===== src/core/hds_pkg.sv =====
// Purpose: shared constants and types for the headphone start-up and dc servo control block
// Assumes: 16-bit registers at 8-bit addresses, core clock of 100 MHz
// Notes: all registers reset to zero
package hds_pkg;

	// ----------------------------------------------------------------
	// register addresses
	// ----------------------------------------------------------------
	localparam logic [7:0] HDS_A_PWR1 = 8'h01;
	localparam logic [7:0] HDS_A_PWR2 = 8'h02;
	localparam logic [7:0] HDS_A_MIXEN = 8'h03;
	localparam logic [7:0] HDS_A_IN1_LINE = 8'h16;
	localparam logic [7:0] HDS_A_FIRST_INPUT_A_VOL = 8'h18;
	localparam logic [7:0] HDS_A_FIRST_INPUT_B_VOL = 8'h19;
	localparam logic [7:0] HDS_A_LGAIN = 8'h1C;
	localparam logic [7:0] HDS_A_RGAIN = 8'h1D;
	localparam logic [7:0] HDS_A_PATH_L = 8'h2D;
	localparam logic [7:0] HDS_A_PATH_R = 8'h2E;
	localparam logic [7:0] HDS_A_MUTE_L = 8'h2F;
	localparam logic [7:0] HDS_A_MUTE_R = 8'h30;
	localparam logic [7:0] HDS_A_SEQ_EN = 8'h46;
	localparam logic [7:0] HDS_A_SEQ_GO = 8'h47;
	localparam logic [7:0] HDS_A_PUMP = 8'h4C;
	localparam logic [7:0] HDS_A_SRV_CTL = 8'h54;
	localparam logic [7:0] HDS_A_SRV_VAL = 8'h57;
	localparam logic [7:0] HDS_A_SRV_STAT = 8'h58;
	localparam logic [7:0] HDS_A_HP_STAGE = 8'h60;
	localparam int HDS_NREG = 18;
	localparam logic [15:0] HDS_REG_RESET = 16'h0000;

	// ----------------------------------------------------------------
	// field positions
	// ----------------------------------------------------------------
	localparam int HDS_OSC_BIT = 3;
	localparam int HDS_PUMP_BIT = 15;
	localparam int HDS_SEQ_EN_BIT = 8;
	localparam int HDS_SEQ_GO_BIT = 8;
	localparam int HDS_LOUT_BIT = 9;
	localparam int HDS_ROUT_BIT = 8;
	localparam int HDS_ENA_LSB = 0;
	localparam int HDS_STORED_TRIG_LSB = 2;
	localparam int HDS_BOOT_TRIG_LSB = 4;
	localparam int HDS_ANY_DONE_LSB = 8;
	localparam int HDS_STORED_DONE_LSB = 4;
	localparam int HDS_BOOT_DONE_LSB = 0;
	localparam int HDS_VAL_W = 8;
	localparam int HDS_GAIN_W = 6;

	// sequencer entry: {last, delay, data, start, width, addr}
	localparam int HDS_ENT_ADDR_LSB = 0;
	localparam int HDS_ENT_WIDTH_LSB = 8;
	localparam int HDS_ENT_START_LSB = 12;
	localparam int HDS_ENT_DATA_LSB = 16;
	localparam int HDS_ENT_DELAY_LSB = 24;
	localparam int HDS_ENT_LAST_BIT = 28;
	localparam int HDS_ENT_W = 29;

	// ----------------------------------------------------------------
	// timing
	// ----------------------------------------------------------------
	localparam int HDS_CLK_PERIOD_NS = 10;
	localparam int HDS_BOOT_TIME_US = 25000;
	localparam int HDS_STORED_TIME_US = 2000;
	localparam int HDS_SEQ_UNIT_NS = 63500;
	localparam int HDS_BOOT_CYC = HDS_BOOT_TIME_US * 1000 / HDS_CLK_PERIOD_NS;
	localparam int HDS_STORED_CYC = HDS_STORED_TIME_US * 1000 / HDS_CLK_PERIOD_NS;
	localparam int HDS_SEQ_UNIT_CYC = HDS_SEQ_UNIT_NS / HDS_CLK_PERIOD_NS;

	typedef enum logic [1:0] {SEQ_IDLE, SEQ_WRITE, SEQ_WAIT} hds_seq_e;
	typedef enum logic [1:0] {SRV_IDLE, SRV_BOOT, SRV_STORED} hds_srv_e;

	// maps an address to {hit, storage index}
	function automatic logic [5:0] hds_map(input logic [7:0] a);
		case (a)
			HDS_A_PWR1: hds_map = 6'h20;
			HDS_A_PWR2: hds_map = 6'h21;
			HDS_A_MIXEN: hds_map = 6'h22;
			HDS_A_IN1_LINE: hds_map = 6'h23;
			HDS_A_FIRST_INPUT_A_VOL: hds_map = 6'h24;
			HDS_A_FIRST_INPUT_B_VOL: hds_map = 6'h25;
			HDS_A_LGAIN: hds_map = 6'h26;
			HDS_A_RGAIN: hds_map = 6'h27;
			HDS_A_PATH_L: hds_map = 6'h28;
			HDS_A_PATH_R: hds_map = 6'h29;
			HDS_A_MUTE_L: hds_map = 6'h2A;
			HDS_A_MUTE_R: hds_map = 6'h2B;
			HDS_A_SEQ_EN: hds_map = 6'h2C;
			HDS_A_SEQ_GO: hds_map = 6'h2D;
			HDS_A_PUMP: hds_map = 6'h2E;
			HDS_A_SRV_CTL: hds_map = 6'h2F;
			HDS_A_SRV_VAL: hds_map = 6'h30;
			HDS_A_HP_STAGE: hds_map = 6'h31;
			default: hds_map = 6'h00;
		endcase
	endfunction

endpackage


===== src/core/hds_ctrl.sv =====
// Purpose: register file, write sequencer, charge pump control and dc servo for the phones path
// Assumes: reg_* port is the decoded output of the two-wire control interface, on clk
// Notes: servo_cmp_* come from analogue comparators and are synchronised here
`timescale 1ns/1ps
`default_nettype none

// Notes on behaviour
// - charge pump runs only while its enable bit 15 is set
// - charge pump mode follows left and right phones gain settings
// - pump clock divided from core clock, which runs only with oscillator on
// - servo enabled per channel; commands act only on enabled channels
// - boot trigger runs a measurement series bringing output within 1mV of ground
// - boot done bit set when boot correction ends, about 25ms
// - stored trigger loads correction from the stored value field directly
// - stored done bit set when stored correction ends, about 2ms
// - any-done status is OR of boot done and stored done per channel
// - bit 5 is right boot trigger, reads 1 while running
// - measured correction stays applied after the series finishes
// - bit 4 is left boot trigger, reads 1 while running
// - status at 9:8 any, 5:4 stored, 1:0 boot; upper bit right
// - stored values 8-bit two's complement, right 15:8, left 7:0
module hds_ctrl
	import hds_pkg::*;
#(
	parameter int BOOT_CYC = HDS_BOOT_CYC,
	parameter int STORED_CYC = HDS_STORED_CYC,
	parameter int SEQ_UNIT_CYC = HDS_SEQ_UNIT_CYC,
	parameter int MEAS_STEPS = 64,
	parameter int SEQ_DEPTH = 16,
	parameter int PUMP_DIV = 8,
	parameter logic [HDS_GAIN_W-1:0] PUMP_GAIN_THRESH = 6'h30
) (
	input wire logic clk,
	input wire logic nrst,
	input wire logic reg_wr,
	input wire logic reg_rd,
	input wire logic [7:0] reg_addr,
	input wire logic [15:0] reg_wdata,
	output logic [15:0] reg_rdata,
	input wire logic prog_wr,
	input wire logic [$clog2(SEQ_DEPTH)-1:0] prog_idx,
	input wire logic [HDS_ENT_W-1:0] prog_entry,
	input wire logic servo_cmp_left,
	input wire logic servo_cmp_right,
	output logic pump_on,
	output logic pump_clk,
	output logic pump_high_mode,
	output logic left_phones_on,
	output logic right_phones_on,
	output logic [7:0] phones_stage,
	output logic servo_left_on,
	output logic servo_right_on,
	output logic [HDS_VAL_W-1:0] left_correction,
	output logic [HDS_VAL_W-1:0] right_correction,
	output logic seq_busy
);

	localparam int IW = $clog2(SEQ_DEPTH);
	localparam int MEAS_CYC = (BOOT_CYC / MEAS_STEPS < 1) ? 1 : BOOT_CYC / MEAS_STEPS;
	localparam logic [31:0] MEAS_LOAD = 32'(MEAS_CYC - 1);
	localparam logic [31:0] STEPS_LOAD = 32'(MEAS_STEPS - 1);
	localparam logic [31:0] STORED_LOAD = 32'(STORED_CYC - 1);
	localparam logic [31:0] UNIT_CYC = 32'(SEQ_UNIT_CYC);
	localparam logic [7:0] DIV_LAST = 8'(PUMP_DIV - 1);
	localparam logic [4:0] I_PWR1 = 5'h00;
	localparam logic [4:0] I_LGAIN = 5'h06;
	localparam logic [4:0] I_RGAIN = 5'h07;
	localparam logic [4:0] I_SEQ_EN = 5'h0C;
	localparam logic [4:0] I_PUMP = 5'h0E;
	localparam logic [4:0] I_SRV_CTL = 5'h0F;
	localparam logic [4:0] I_SRV_VAL = 5'h10;
	localparam logic [4:0] I_HP_STAGE = 5'h11;

	typedef struct packed {
		logic [HDS_NREG-1:0][15:0] regs;
		logic [SEQ_DEPTH-1:0][HDS_ENT_W-1:0] prog;
		hds_seq_e seq;
		logic [IW-1:0] seq_idx;
		logic [31:0] seq_cnt;
		hds_srv_e [1:0] srv;
		logic [1:0][31:0] srv_cnt;
		logic [1:0][31:0] srv_steps;
		logic [1:0][HDS_VAL_W-1:0] corr;
		logic [1:0] boot_done;
		logic [1:0] stored_done;
		logic [1:0] cmp_s1;
		logic [1:0] cmp_s2;
		logic [15:0] rdata;
		logic [7:0] div_cnt;
		logic pump_clk;
		logic pump_on;
		logic pump_high;
		logic busy;
	} hds_state_s;

	hds_state_s st_reg;
	hds_state_s st_next;

	// ----------------------------------------------------------------
	// next state
	// ----------------------------------------------------------------
	always_comb begin
		logic wr_en;
		logic from_seq;
		logic [7:0] wr_addr;
		logic [15:0] wr_val;
		logic [5:0] hit;
		logic [HDS_ENT_W-1:0] ent;
		logic [15:0] fmask;
		logic [15:0] fdata;
		logic [15:0] old;
		logic [1:0] boot_busy;
		logic [1:0] stored_busy;
		logic [5:0] rhit;
		wr_en = 1'b0;
		from_seq = 1'b0;
		wr_addr = 8'h00;
		wr_val = 16'h0000;
		hit = 6'h00;
		ent = st_reg.prog[st_reg.seq_idx];
		fmask = 16'h0000;
		fdata = 16'h0000;
		old = 16'h0000;
		boot_busy = 2'b00;
		stored_busy = 2'b00;
		rhit = 6'h00;
		st_next = st_reg;

		st_next.cmp_s1 = {servo_cmp_right, servo_cmp_left};
		st_next.cmp_s2 = st_reg.cmp_s1;

		if (prog_wr) begin
			st_next.prog[prog_idx] = prog_entry;
		end

		// the bus wins a collision; the sequencer simply retries its entry next cycle
		if (reg_wr) begin
			wr_en = 1'b1;
			wr_addr = reg_addr;
			wr_val = reg_wdata;
		end else if (st_reg.seq == SEQ_WRITE) begin
			wr_en = 1'b1;
			from_seq = 1'b1;
			wr_addr = ent[HDS_ENT_ADDR_LSB +: 8];
			hit = hds_map(wr_addr);
			old = hit[5] ? st_reg.regs[hit[4:0]] : 16'h0000;
			fmask = ((16'h0001 << ent[HDS_ENT_WIDTH_LSB +: 4]) - 16'h0001)
				<< ent[HDS_ENT_START_LSB +: 4];
			fdata = {8'h00, ent[HDS_ENT_DATA_LSB +: 8]} << ent[HDS_ENT_START_LSB +: 4];
			wr_val = (old & ~fmask) | (fdata & fmask);
		end

		// ----------------------------------------------------------------
		// sequencer
		// ----------------------------------------------------------------
		case (st_reg.seq)
			SEQ_IDLE: st_next.seq = SEQ_IDLE;
			SEQ_WRITE: begin
				if (from_seq) begin
					st_next.seq = SEQ_WAIT;
					st_next.seq_cnt = (ent[HDS_ENT_DELAY_LSB +: 4] == 4'h0) ? 32'h0 :
						UNIT_CYC << ent[HDS_ENT_DELAY_LSB +: 4];
				end
			end
			SEQ_WAIT: begin
				if (st_reg.seq_cnt != 32'h0) begin
					st_next.seq_cnt = st_reg.seq_cnt - 32'h1;
				end else if (ent[HDS_ENT_LAST_BIT] || st_reg.seq_idx == IW'(SEQ_DEPTH - 1)) begin
					st_next.seq = SEQ_IDLE;
				end else begin
					st_next.seq_idx = st_reg.seq_idx + IW'(1);
					st_next.seq = SEQ_WRITE;
				end
			end
			default: st_next.seq = SEQ_IDLE;
		endcase

		// ----------------------------------------------------------------
		// dc servo, one pass per channel
		// ----------------------------------------------------------------
		for (int c = 0; c < 2; c++) begin
			case (st_reg.srv[c])
				SRV_IDLE: st_next.srv[c] = SRV_IDLE;
				SRV_BOOT: begin
					if (!st_reg.regs[I_SRV_CTL][HDS_ENA_LSB + c]) begin
						st_next.srv[c] = SRV_IDLE;
					end else if (st_reg.srv_cnt[c] != 32'h0) begin
						st_next.srv_cnt[c] = st_reg.srv_cnt[c] - 32'h1;
					end else begin
						// comparator high means output above ground: step correction down
						if (st_reg.cmp_s2[c] && st_reg.corr[c] != 8'h80) begin
							st_next.corr[c] = st_reg.corr[c] - 8'h01;
						end else if (!st_reg.cmp_s2[c] && st_reg.corr[c] != 8'h7F) begin
							st_next.corr[c] = st_reg.corr[c] + 8'h01;
						end
						st_next.srv_cnt[c] = MEAS_LOAD;
						if (st_reg.srv_steps[c] == 32'h0) begin
							st_next.srv[c] = SRV_IDLE;
							st_next.boot_done[c] = 1'b1;
						end else begin
							st_next.srv_steps[c] = st_reg.srv_steps[c] - 32'h1;
						end
					end
				end
				SRV_STORED: begin
					if (!st_reg.regs[I_SRV_CTL][HDS_ENA_LSB + c]) begin
						st_next.srv[c] = SRV_IDLE;
					end else if (st_reg.srv_cnt[c] != 32'h0) begin
						st_next.srv_cnt[c] = st_reg.srv_cnt[c] - 32'h1;
					end else begin
						st_next.srv[c] = SRV_IDLE;
						st_next.stored_done[c] = 1'b1;
					end
				end
				default: st_next.srv[c] = SRV_IDLE;
			endcase
		end

		// ----------------------------------------------------------------
		// register write with side effects
		// ----------------------------------------------------------------
		hit = hds_map(wr_addr);
		if (wr_en && hit[5]) begin
			st_next.regs[hit[4:0]] = wr_val;
			if (wr_addr == HDS_A_SRV_CTL) begin
				// trigger bits are not stored; their readback is the busy state
				st_next.regs[hit[4:0]][HDS_BOOT_TRIG_LSB +: 2] = 2'b00;
				st_next.regs[hit[4:0]][HDS_STORED_TRIG_LSB +: 2] = 2'b00;
				for (int c = 0; c < 2; c++) begin
					if (wr_val[HDS_ENA_LSB + c] && wr_val[HDS_BOOT_TRIG_LSB + c]) begin
						st_next.srv[c] = SRV_BOOT;
						st_next.srv_cnt[c] = MEAS_LOAD;
						st_next.srv_steps[c] = STEPS_LOAD;
						st_next.boot_done[c] = 1'b0;
						st_next.stored_done[c] = 1'b0;
					end else if (wr_val[HDS_ENA_LSB + c] && wr_val[HDS_STORED_TRIG_LSB + c]) begin
						st_next.srv[c] = SRV_STORED;
						st_next.srv_cnt[c] = STORED_LOAD;
						st_next.corr[c] = st_reg.regs[I_SRV_VAL][c * HDS_VAL_W +: HDS_VAL_W];
						st_next.boot_done[c] = 1'b0;
						st_next.stored_done[c] = 1'b0;
					end
				end
			end
			if (wr_addr == HDS_A_SEQ_GO) begin
				st_next.regs[hit[4:0]][HDS_SEQ_GO_BIT] = 1'b0;
				if (wr_val[HDS_SEQ_GO_BIT] && st_reg.regs[I_SEQ_EN][HDS_SEQ_EN_BIT]
					&& st_reg.seq == SEQ_IDLE) begin
					st_next.seq = SEQ_WRITE;
					st_next.seq_idx = '0;
				end
			end
		end
		if (!st_next.regs[I_SEQ_EN][HDS_SEQ_EN_BIT]) begin
			st_next.seq = SEQ_IDLE;
		end
		st_next.busy = (st_next.seq != SEQ_IDLE);

		// ----------------------------------------------------------------
		// charge pump
		// ----------------------------------------------------------------
		st_next.pump_on = st_reg.regs[I_PUMP][HDS_PUMP_BIT]
			& st_reg.regs[I_PWR1][HDS_OSC_BIT];
		st_next.pump_high = (st_reg.regs[I_LGAIN][HDS_GAIN_W-1:0] > PUMP_GAIN_THRESH)
			| (st_reg.regs[I_RGAIN][HDS_GAIN_W-1:0] > PUMP_GAIN_THRESH);
		if (st_reg.pump_on) begin
			if (st_reg.div_cnt == DIV_LAST) begin
				st_next.div_cnt = 8'h00;
				st_next.pump_clk = ~st_reg.pump_clk;
			end else begin
				st_next.div_cnt = st_reg.div_cnt + 8'h01;
			end
		end else begin
			st_next.div_cnt = 8'h00;
			st_next.pump_clk = 1'b0;
		end

		// ----------------------------------------------------------------
		// register read
		// ----------------------------------------------------------------
		for (int c = 0; c < 2; c++) begin
			boot_busy[c] = (st_reg.srv[c] == SRV_BOOT);
			stored_busy[c] = (st_reg.srv[c] == SRV_STORED);
		end
		if (reg_rd) begin
			rhit = hds_map(reg_addr);
			st_next.rdata = rhit[5] ? st_reg.regs[rhit[4:0]] : 16'h0000;
			if (reg_addr == HDS_A_SRV_CTL) begin
				st_next.rdata[HDS_BOOT_TRIG_LSB +: 2] = boot_busy;
				st_next.rdata[HDS_STORED_TRIG_LSB +: 2] = stored_busy;
			end
			if (reg_addr == HDS_A_SEQ_GO) begin
				st_next.rdata[HDS_SEQ_GO_BIT] = (st_reg.seq != SEQ_IDLE);
			end
			if (reg_addr == HDS_A_SRV_STAT) begin
				st_next.rdata = 16'h0000;
				st_next.rdata[HDS_BOOT_DONE_LSB +: 2] = st_reg.boot_done;
				st_next.rdata[HDS_STORED_DONE_LSB +: 2] = st_reg.stored_done;
				st_next.rdata[HDS_ANY_DONE_LSB +: 2] = st_reg.boot_done
					| st_reg.stored_done;
			end
		end
	end

	always_ff @(posedge clk) begin
		if (!nrst) begin
			st_reg <= '0;
		end else begin
			st_reg <= st_next;
		end
	end

	// ----------------------------------------------------------------
	// outputs
	// ----------------------------------------------------------------
	assign reg_rdata = st_reg.rdata;
	assign pump_on = st_reg.pump_on;
	assign pump_clk = st_reg.pump_clk;
	assign pump_high_mode = st_reg.pump_high;
	assign left_phones_on = st_reg.regs[I_PWR1][HDS_LOUT_BIT];
	assign right_phones_on = st_reg.regs[I_PWR1][HDS_ROUT_BIT];
	assign phones_stage = st_reg.regs[I_HP_STAGE][7:0];
	assign servo_left_on = st_reg.regs[I_SRV_CTL][HDS_ENA_LSB];
	assign servo_right_on = st_reg.regs[I_SRV_CTL][HDS_ENA_LSB + 1];
	// correction held between operations, so the offset stays removed
	assign left_correction = st_reg.corr[0];
	assign right_correction = st_reg.corr[1];
	assign seq_busy = st_reg.busy;

endmodule

`default_nettype wire


===== config.mk =====
export PLATFORM = sky130hd
export DESIGN_NAME = hds_ctrl
export DESIGN_NICKNAME = d
export VERILOG_FILES = /design/src/core/hds_pkg.sv /design/src/core/hds_ctrl.sv
export SDC_FILE = /design/constraint.sdc
export NUM_CORES = 2
export LEC_CHECK = 0
export BUFFER_PORTS_ARGS = -buffer_cell sky130_fd_sc_hd__buf_2
export CORE_MARGIN = 1
export CORE_UTILIZATION = 57
export CTS_BUF_LIST = sky130_fd_sc_hd__clkbuf_16
export DETAILED_ROUTE_END_ITERATION = 16
export GPL_TIMING_DRIVEN = 0
export PLACE_DENSITY = 0.85
export SLEW_MARGIN = 25
export SYNTH_ARGS = -nofsm -noshare
export SYNTH_HDL_FRONTEND = slang
export SYNTH_SLANG_ARGS = --single-unit

===== constraint.sdc =====
create_clock -name clk -period 5.4 [get_ports clk]
set_clock_uncertainty 0.05 [all_clocks]
set_input_delay 1.35 -clock clk [delete_from_list [all_inputs] [get_ports clk]]
set_output_delay 1.35 -clock clk [all_outputs]
set_load 0.05 [all_outputs]

==> Flow_metrics.wiki <==
{| class="wikitable"
! Metric !! Value
|-
| Post-layout instance count excluding filler cells || ~8000
|-
| Later-pin clock latency in the skew report || just under 0.8 ns
|-
| Half-perimeter wire length of the detailed placement result || between 150000 and 200000 um
|-
| Synth top area cells || sky130_fd_sc_hd__dfxtp_1 (39%), sky130_fd_sc_hd__nand2_1 (11%), sky130_fd_sc_hd__a21oi_1 (7.5%)
|-
| Die width || approximately 300 um
|-
| List of most frequent post-synthesis cells || sky130_fd_sc_hd__nand2_1 (1519), sky130_fd_sc_hd__dfxtp_1 (974), sky130_fd_sc_hd__a21oi_1 (754)
|-
| Maximum number of pins on one net before global-route repair || 20
|-
| CP Data Required Time || 5.91 ns
|-
| Synth Net Count || around 6600
|-
| CTS sink cnt || approximately 970
|-
| Relative max-transition margin || between 10% and 20%
|-
| Longest individual stage delay on the worst path || 0.55 ns
|-
| Capture endpoint of the worst hold path || st_reg[4]$_SDFF_PP0_
|-
| Areal power density over the cells || between 200 and 300 nW/um2
|-
| Clock tree from TritonCTS || done
|-
| Type of the worst setup path || flop to flop
|-
| Post-Syn Area || between 50000 and 60000 um2
|-
| Worst hold slack || 0.388 ns
|-
| Chip height || about 300 um
|-
| Number of buffers on the longest clock path || 3
|-
| Fraction of the yosys area taken by sequential cells || 39.0%
|-
| Maximum vdd ir drop || about 0.00032 V
|-
| Core footprint || 86900 um2
|-
| Unique cell type count in the Yosys netlist || about 100
|-
| DR WL/cell || around 30 um
|-
| Fraction of registers with async set/reset || 0%
|-
| Synth warnings || 0
|-
| Fin crit share || 103%
|-
| Clock tree root buffer cell || sky130_fd_sc_hd__clkbuf_16
|-
| Total power of the final layout || roughly 15000 uW
|-
| GRT Resource Usage Total || 52.0%
|-
| Run status || finished with violations
|-
| Remaining antenna violation count after routing || 0
|-
| Sort of element at the start of the critical path || flop
|-
| Final Hold Violating Endpoints || 0
|-
| Max-slew violation count || 0
|-
| Capture instance of the worst register-to-register path || st_reg[904]$_SDFFE_PN0P_
|-
| Area share of the largest cell type after synthesis || approximately two fifths
|-
| Global-route wire length before repair || 342000 um
|-
| Launching point of the worst reg2reg path || st_reg[216]$_SDFF_PN0_
|-
| Drt first pass iters || 9
|-
| Cell family contributing the most delay on the critical path || buffers and inverters
|-
| Hold WC Path Type || flop to flop
|-
| Antenna violations before repair || 23
|-
| Vias per std cell || 6.93
|-
| Post-Place Cells || just under 8000
|-
| Setup-failing EPs final || 80
|-
| Peak fanout along the critical path || 10
|-
| # IOs || about 110
|-
| Reg-to-reg slack, setup || -0.14 ns
|-
| Total global routing overflow || 0
|-
| Number of standard-cell rows in the floorplan || approximately 110
|-
| Critical-path top delay cell || sky130_fd_sc_hd__mux4_2
|-
| Register-to-Register Path Depth || 19
|-
| Effective utilization at floorplan || slightly below 60%
|-
| Cell type with the largest total area after synthesis || sky130_fd_sc_hd__dfxtp_1
|-
| Clock-pin transition on the worst setup and hold timing paths || about 0.060 ns
|-
| Shortest period the worst path allows || 5.54 ns
|-
| Busiest grt layer || met2
|-
| Syn Area/Cell || 7.75 um2
|-
| Transition time of the tightest slew-check pin || 1.28 ns
|-
| Origin of the worst min-delay path || st_reg[4]$_SDFF_PP0_
|-
| Number of enable flip-flop cells after synthesis || 0
|-
| Number of flip-flops in the largest register || approximately 920
|-
| Buffers & Inverters on Critical Path || 7
|-
| Post-route worst setup slack || -0.136 ns
|-
| Wirelength, routed || roughly 240000 um
|-
| Met2 Track Usage GR || about 77%
|-
| Number of violations reported at the end of detailed-routing iteration 0 || a little over 8000
|-
| Quantity of hold-fixing buffers added after cts || 0
|-
| Final RePlAce weighted congestion || about 1.1
|-
| Number of vias after detailed routing || approximately 55000
|-
| Worst Path Arrival || about 6.0 ns
|-
| Met3 track demand over resource in global routing || around 18%
|-
| #FFs+latches synth || a little under 1000
|-
| Number of buffers inserted during clock tree synthesis || between 100 and 150
|-
| Share of final-layout standard cells stronger than drive strength 1 || roughly 13%
|-
| Leakage dissipation || between 0.015 and 0.02 uW
|-
| Met1 Use GR || approximately three fifths
|-
| Most numerous cell in the Yosys netlist || sky130_fd_sc_hd__nand2_1
|-
| Type of element capturing the critical path || flop
|-
| Nets || 6810
|-
| DIE AREA || 89000 um2
|-
| Achievable Freq || between 150 and 200 MHz
|-
| Failing checks || negative setup slack
|-
| Synthesized instance count || between 6000 and 7000
|-
| # Max-Cap Violations || 0
|-
| DRC violations left || 0
|-
| Worst hold path stage count || 1
|-
| Maximum level of the CTS H-tree || 3
|-
| Input/output buffers || slightly below 80
|-
| Area added between synthesis and finish || 14.7%
|-
| Crit-path cells || buf_12, buf_6, mux4_2, nand2_1, and4_1, buf_4, nand3_1, a2111oi_4, nor2_1, buf_2, nand2_1, clkbuf_4, buf_6, mux2_2, o22ai_1, o221a_2, a211o_1, clkbuf_4, o21ai_0
|-
| Dominant register cell in the synthesized netlist || sky130_fd_sc_hd__dfxtp_1
|-
| Via count of the first global-routing pass || just over 50000
|}
-- placed cells by master, fill, tap and decap left out, types with 28 or more instances in the layout --
cell                        instances
sky130_fd_sc_hd__nand2_1         1512
sky130_fd_sc_hd__dfxtp_1          971
sky130_fd_sc_hd__a21oi_1          742
sky130_fd_sc_hd__nor2_1           481
sky130_fd_sc_hd__clkbuf_1         342
sky130_fd_sc_hd__a211oi_1         253
sky130_fd_sc_hd__o21ai_0          205
sky130_fd_sc_hd__mux2i_1          194
sky130_fd_sc_hd__nand3_1          138
sky130_fd_sc_hd__buf_4            133
sky130_fd_sc_hd__buf_2            120
sky130_fd_sc_hd__clkbuf_16        104
sky130_fd_sc_hd__nor3_1           102
sky130_fd_sc_hd__mux4_2            84
sky130_fd_sc_hd__and2_1            83
sky130_fd_sc_hd__a31oi_1           81
sky130_fd_sc_hd__inv_1             80
sky130_fd_sc_hd__clkbuf_2          71
sky130_fd_sc_hd__xnor2_1           58
sky130_fd_sc_hd__and3_1            55
sky130_fd_sc_hd__nor4_1            46
sky130_fd_sc_hd__o22ai_1           43
sky130_fd_sc_hd__a311oi_1          40
sky130_fd_sc_hd__a221oi_1          38
sky130_fd_sc_hd__clkinv_1          36
sky130_fd_sc_hd__a22oi_1           34
sky130_fd_sc_hd__nand4_1           33
sky130_fd_sc_hd__xor2_1            31
sky130_fd_sc_hd__nand2b_1          30
sky130_fd_sc_hd__ha_1              28
-- final cells by class --
class                   count  area (um2)
plain buffers             593        2990
diodes                     17        42.5
well taps                1155        1450
clock buffers             103        2580
flip-flops and latches    974       19500
clock inverters            90         722
fillers                  7237       29500
multi-input cells        4815       28700
inverters                  71         277
repair buffers            159        1150
-- stage by stage --
stage                     setup TNS, ns  util [%]  cell area [um2]  setup slack (ns)
after floorplan                       0         -            50100             0.141
after global placement          -808.01      59.7            51900             -2.90
after detailed placement        -744.29      60.0            52200             -2.16
after CTS                             0      65.2            56600           0.00172
after global routing             -0.368      66.0            57400           -0.0522
final                             -3.42      66.1            57400            -0.136
-- metal layers --
| metal | part of all wire [%] | vias up |
|---|---|---|
| li1 | - | 23300 |
| met4 | 10 | 8 |
| met1 | 34 | 25900 |
| met5 | 0.018 | - |
| met2 | 42 | 4603 |
| met3 | 14 | 1451 |
-- worst reg2reg max path, cell delays in order, from the launching register on --
cell,delay (ns)
sky130_fd_sc_hd__dfxtp_4,0.38
sky130_fd_sc_hd__buf_12,0.12
sky130_fd_sc_hd__buf_6,0.23
sky130_fd_sc_hd__mux4_2,0.55
sky130_fd_sc_hd__nand2_1,0.18
sky130_fd_sc_hd__and4_1,0.21
sky130_fd_sc_hd__buf_4,0.21
sky130_fd_sc_hd__nand3_1,0.15
sky130_fd_sc_hd__a2111oi_4,0.43
sky130_fd_sc_hd__nor2_1,0.11
sky130_fd_sc_hd__buf_2,0.24
sky130_fd_sc_hd__nand2_1,0.14
sky130_fd_sc_hd__clkbuf_4,0.31
sky130_fd_sc_hd__buf_6,0.27
sky130_fd_sc_hd__mux2_2,0.39
sky130_fd_sc_hd__o22ai_1,0.38
sky130_fd_sc_hd__o221a_2,0.38
sky130_fd_sc_hd__a211o_1,0.24
sky130_fd_sc_hd__clkbuf_4,0.28
sky130_fd_sc_hd__o21ai_0,0.11
-- worst max path at each step --
stage                                 from                            end  slack, ns  cells after the start
finish              st_reg[216]$_SDFF_PN0_       st_reg[904]$_SDFFE_PN0P_      -0.14                     19
global route        st_reg[216]$_SDFF_PN0_  left_correction[0]$_SDFF_PN0_      -0.05                     19
CTS                 st_reg[216]$_SDFF_PN0_         st_reg[161]$_SDFF_PN0_      0.002                     24
detailed placement  st_reg[217]$_SDFF_PN0_       st_reg[828]$_SDFFE_PN0P_      -2.16                     23
global placement    st_reg[217]$_SDFF_PN0_       st_reg[749]$_SDFFE_PN0P_      -2.90                     21
floorplan           st_reg[217]$_SDFF_PN0_         st_reg[167]$_SDFF_PN0_       0.14                     23
-- logic make-up (layout without fill, tap and decap cells) --
| logic type | after synthesis | in the layout | share of synthesized area [%] |
|---|---|---|---|
| AO/OA/AOI/OAI | 1730 | 1730 | 21.8 |
| XOR/XNOR | 89 | 89 | 1.56 |
| adder cells (fa/ha/maj) | 29 | 29 | 0.725 |
| buffers and inverters | 672 | 1016 | 5.73 |
| flip-flops | 974 | 974 | 39.0 |
| multiplexers | 302 | 302 | 8.29 |
| other | 0 | 17 | 0 |
| AND/OR/NAND/NOR | 2665 | 2665 | 23.0 |
-- what timing repair did --
action                                  in CTS  in global routing
endpoints found under the setup margin     484                397
setup buffers                               49                 16
gates resized for setup                    223                201
gates cloned                                 2                  2
pin swaps                                   29                 26
-- report_power, final --
| group | internal [uW] | switching, uW |
|---|---|---|
| sequential | 7240 | 41.7 |
| clock | 3830 | 3300 |
| combinational | 248 | 807 |
(Power assumes the default switching activity.)
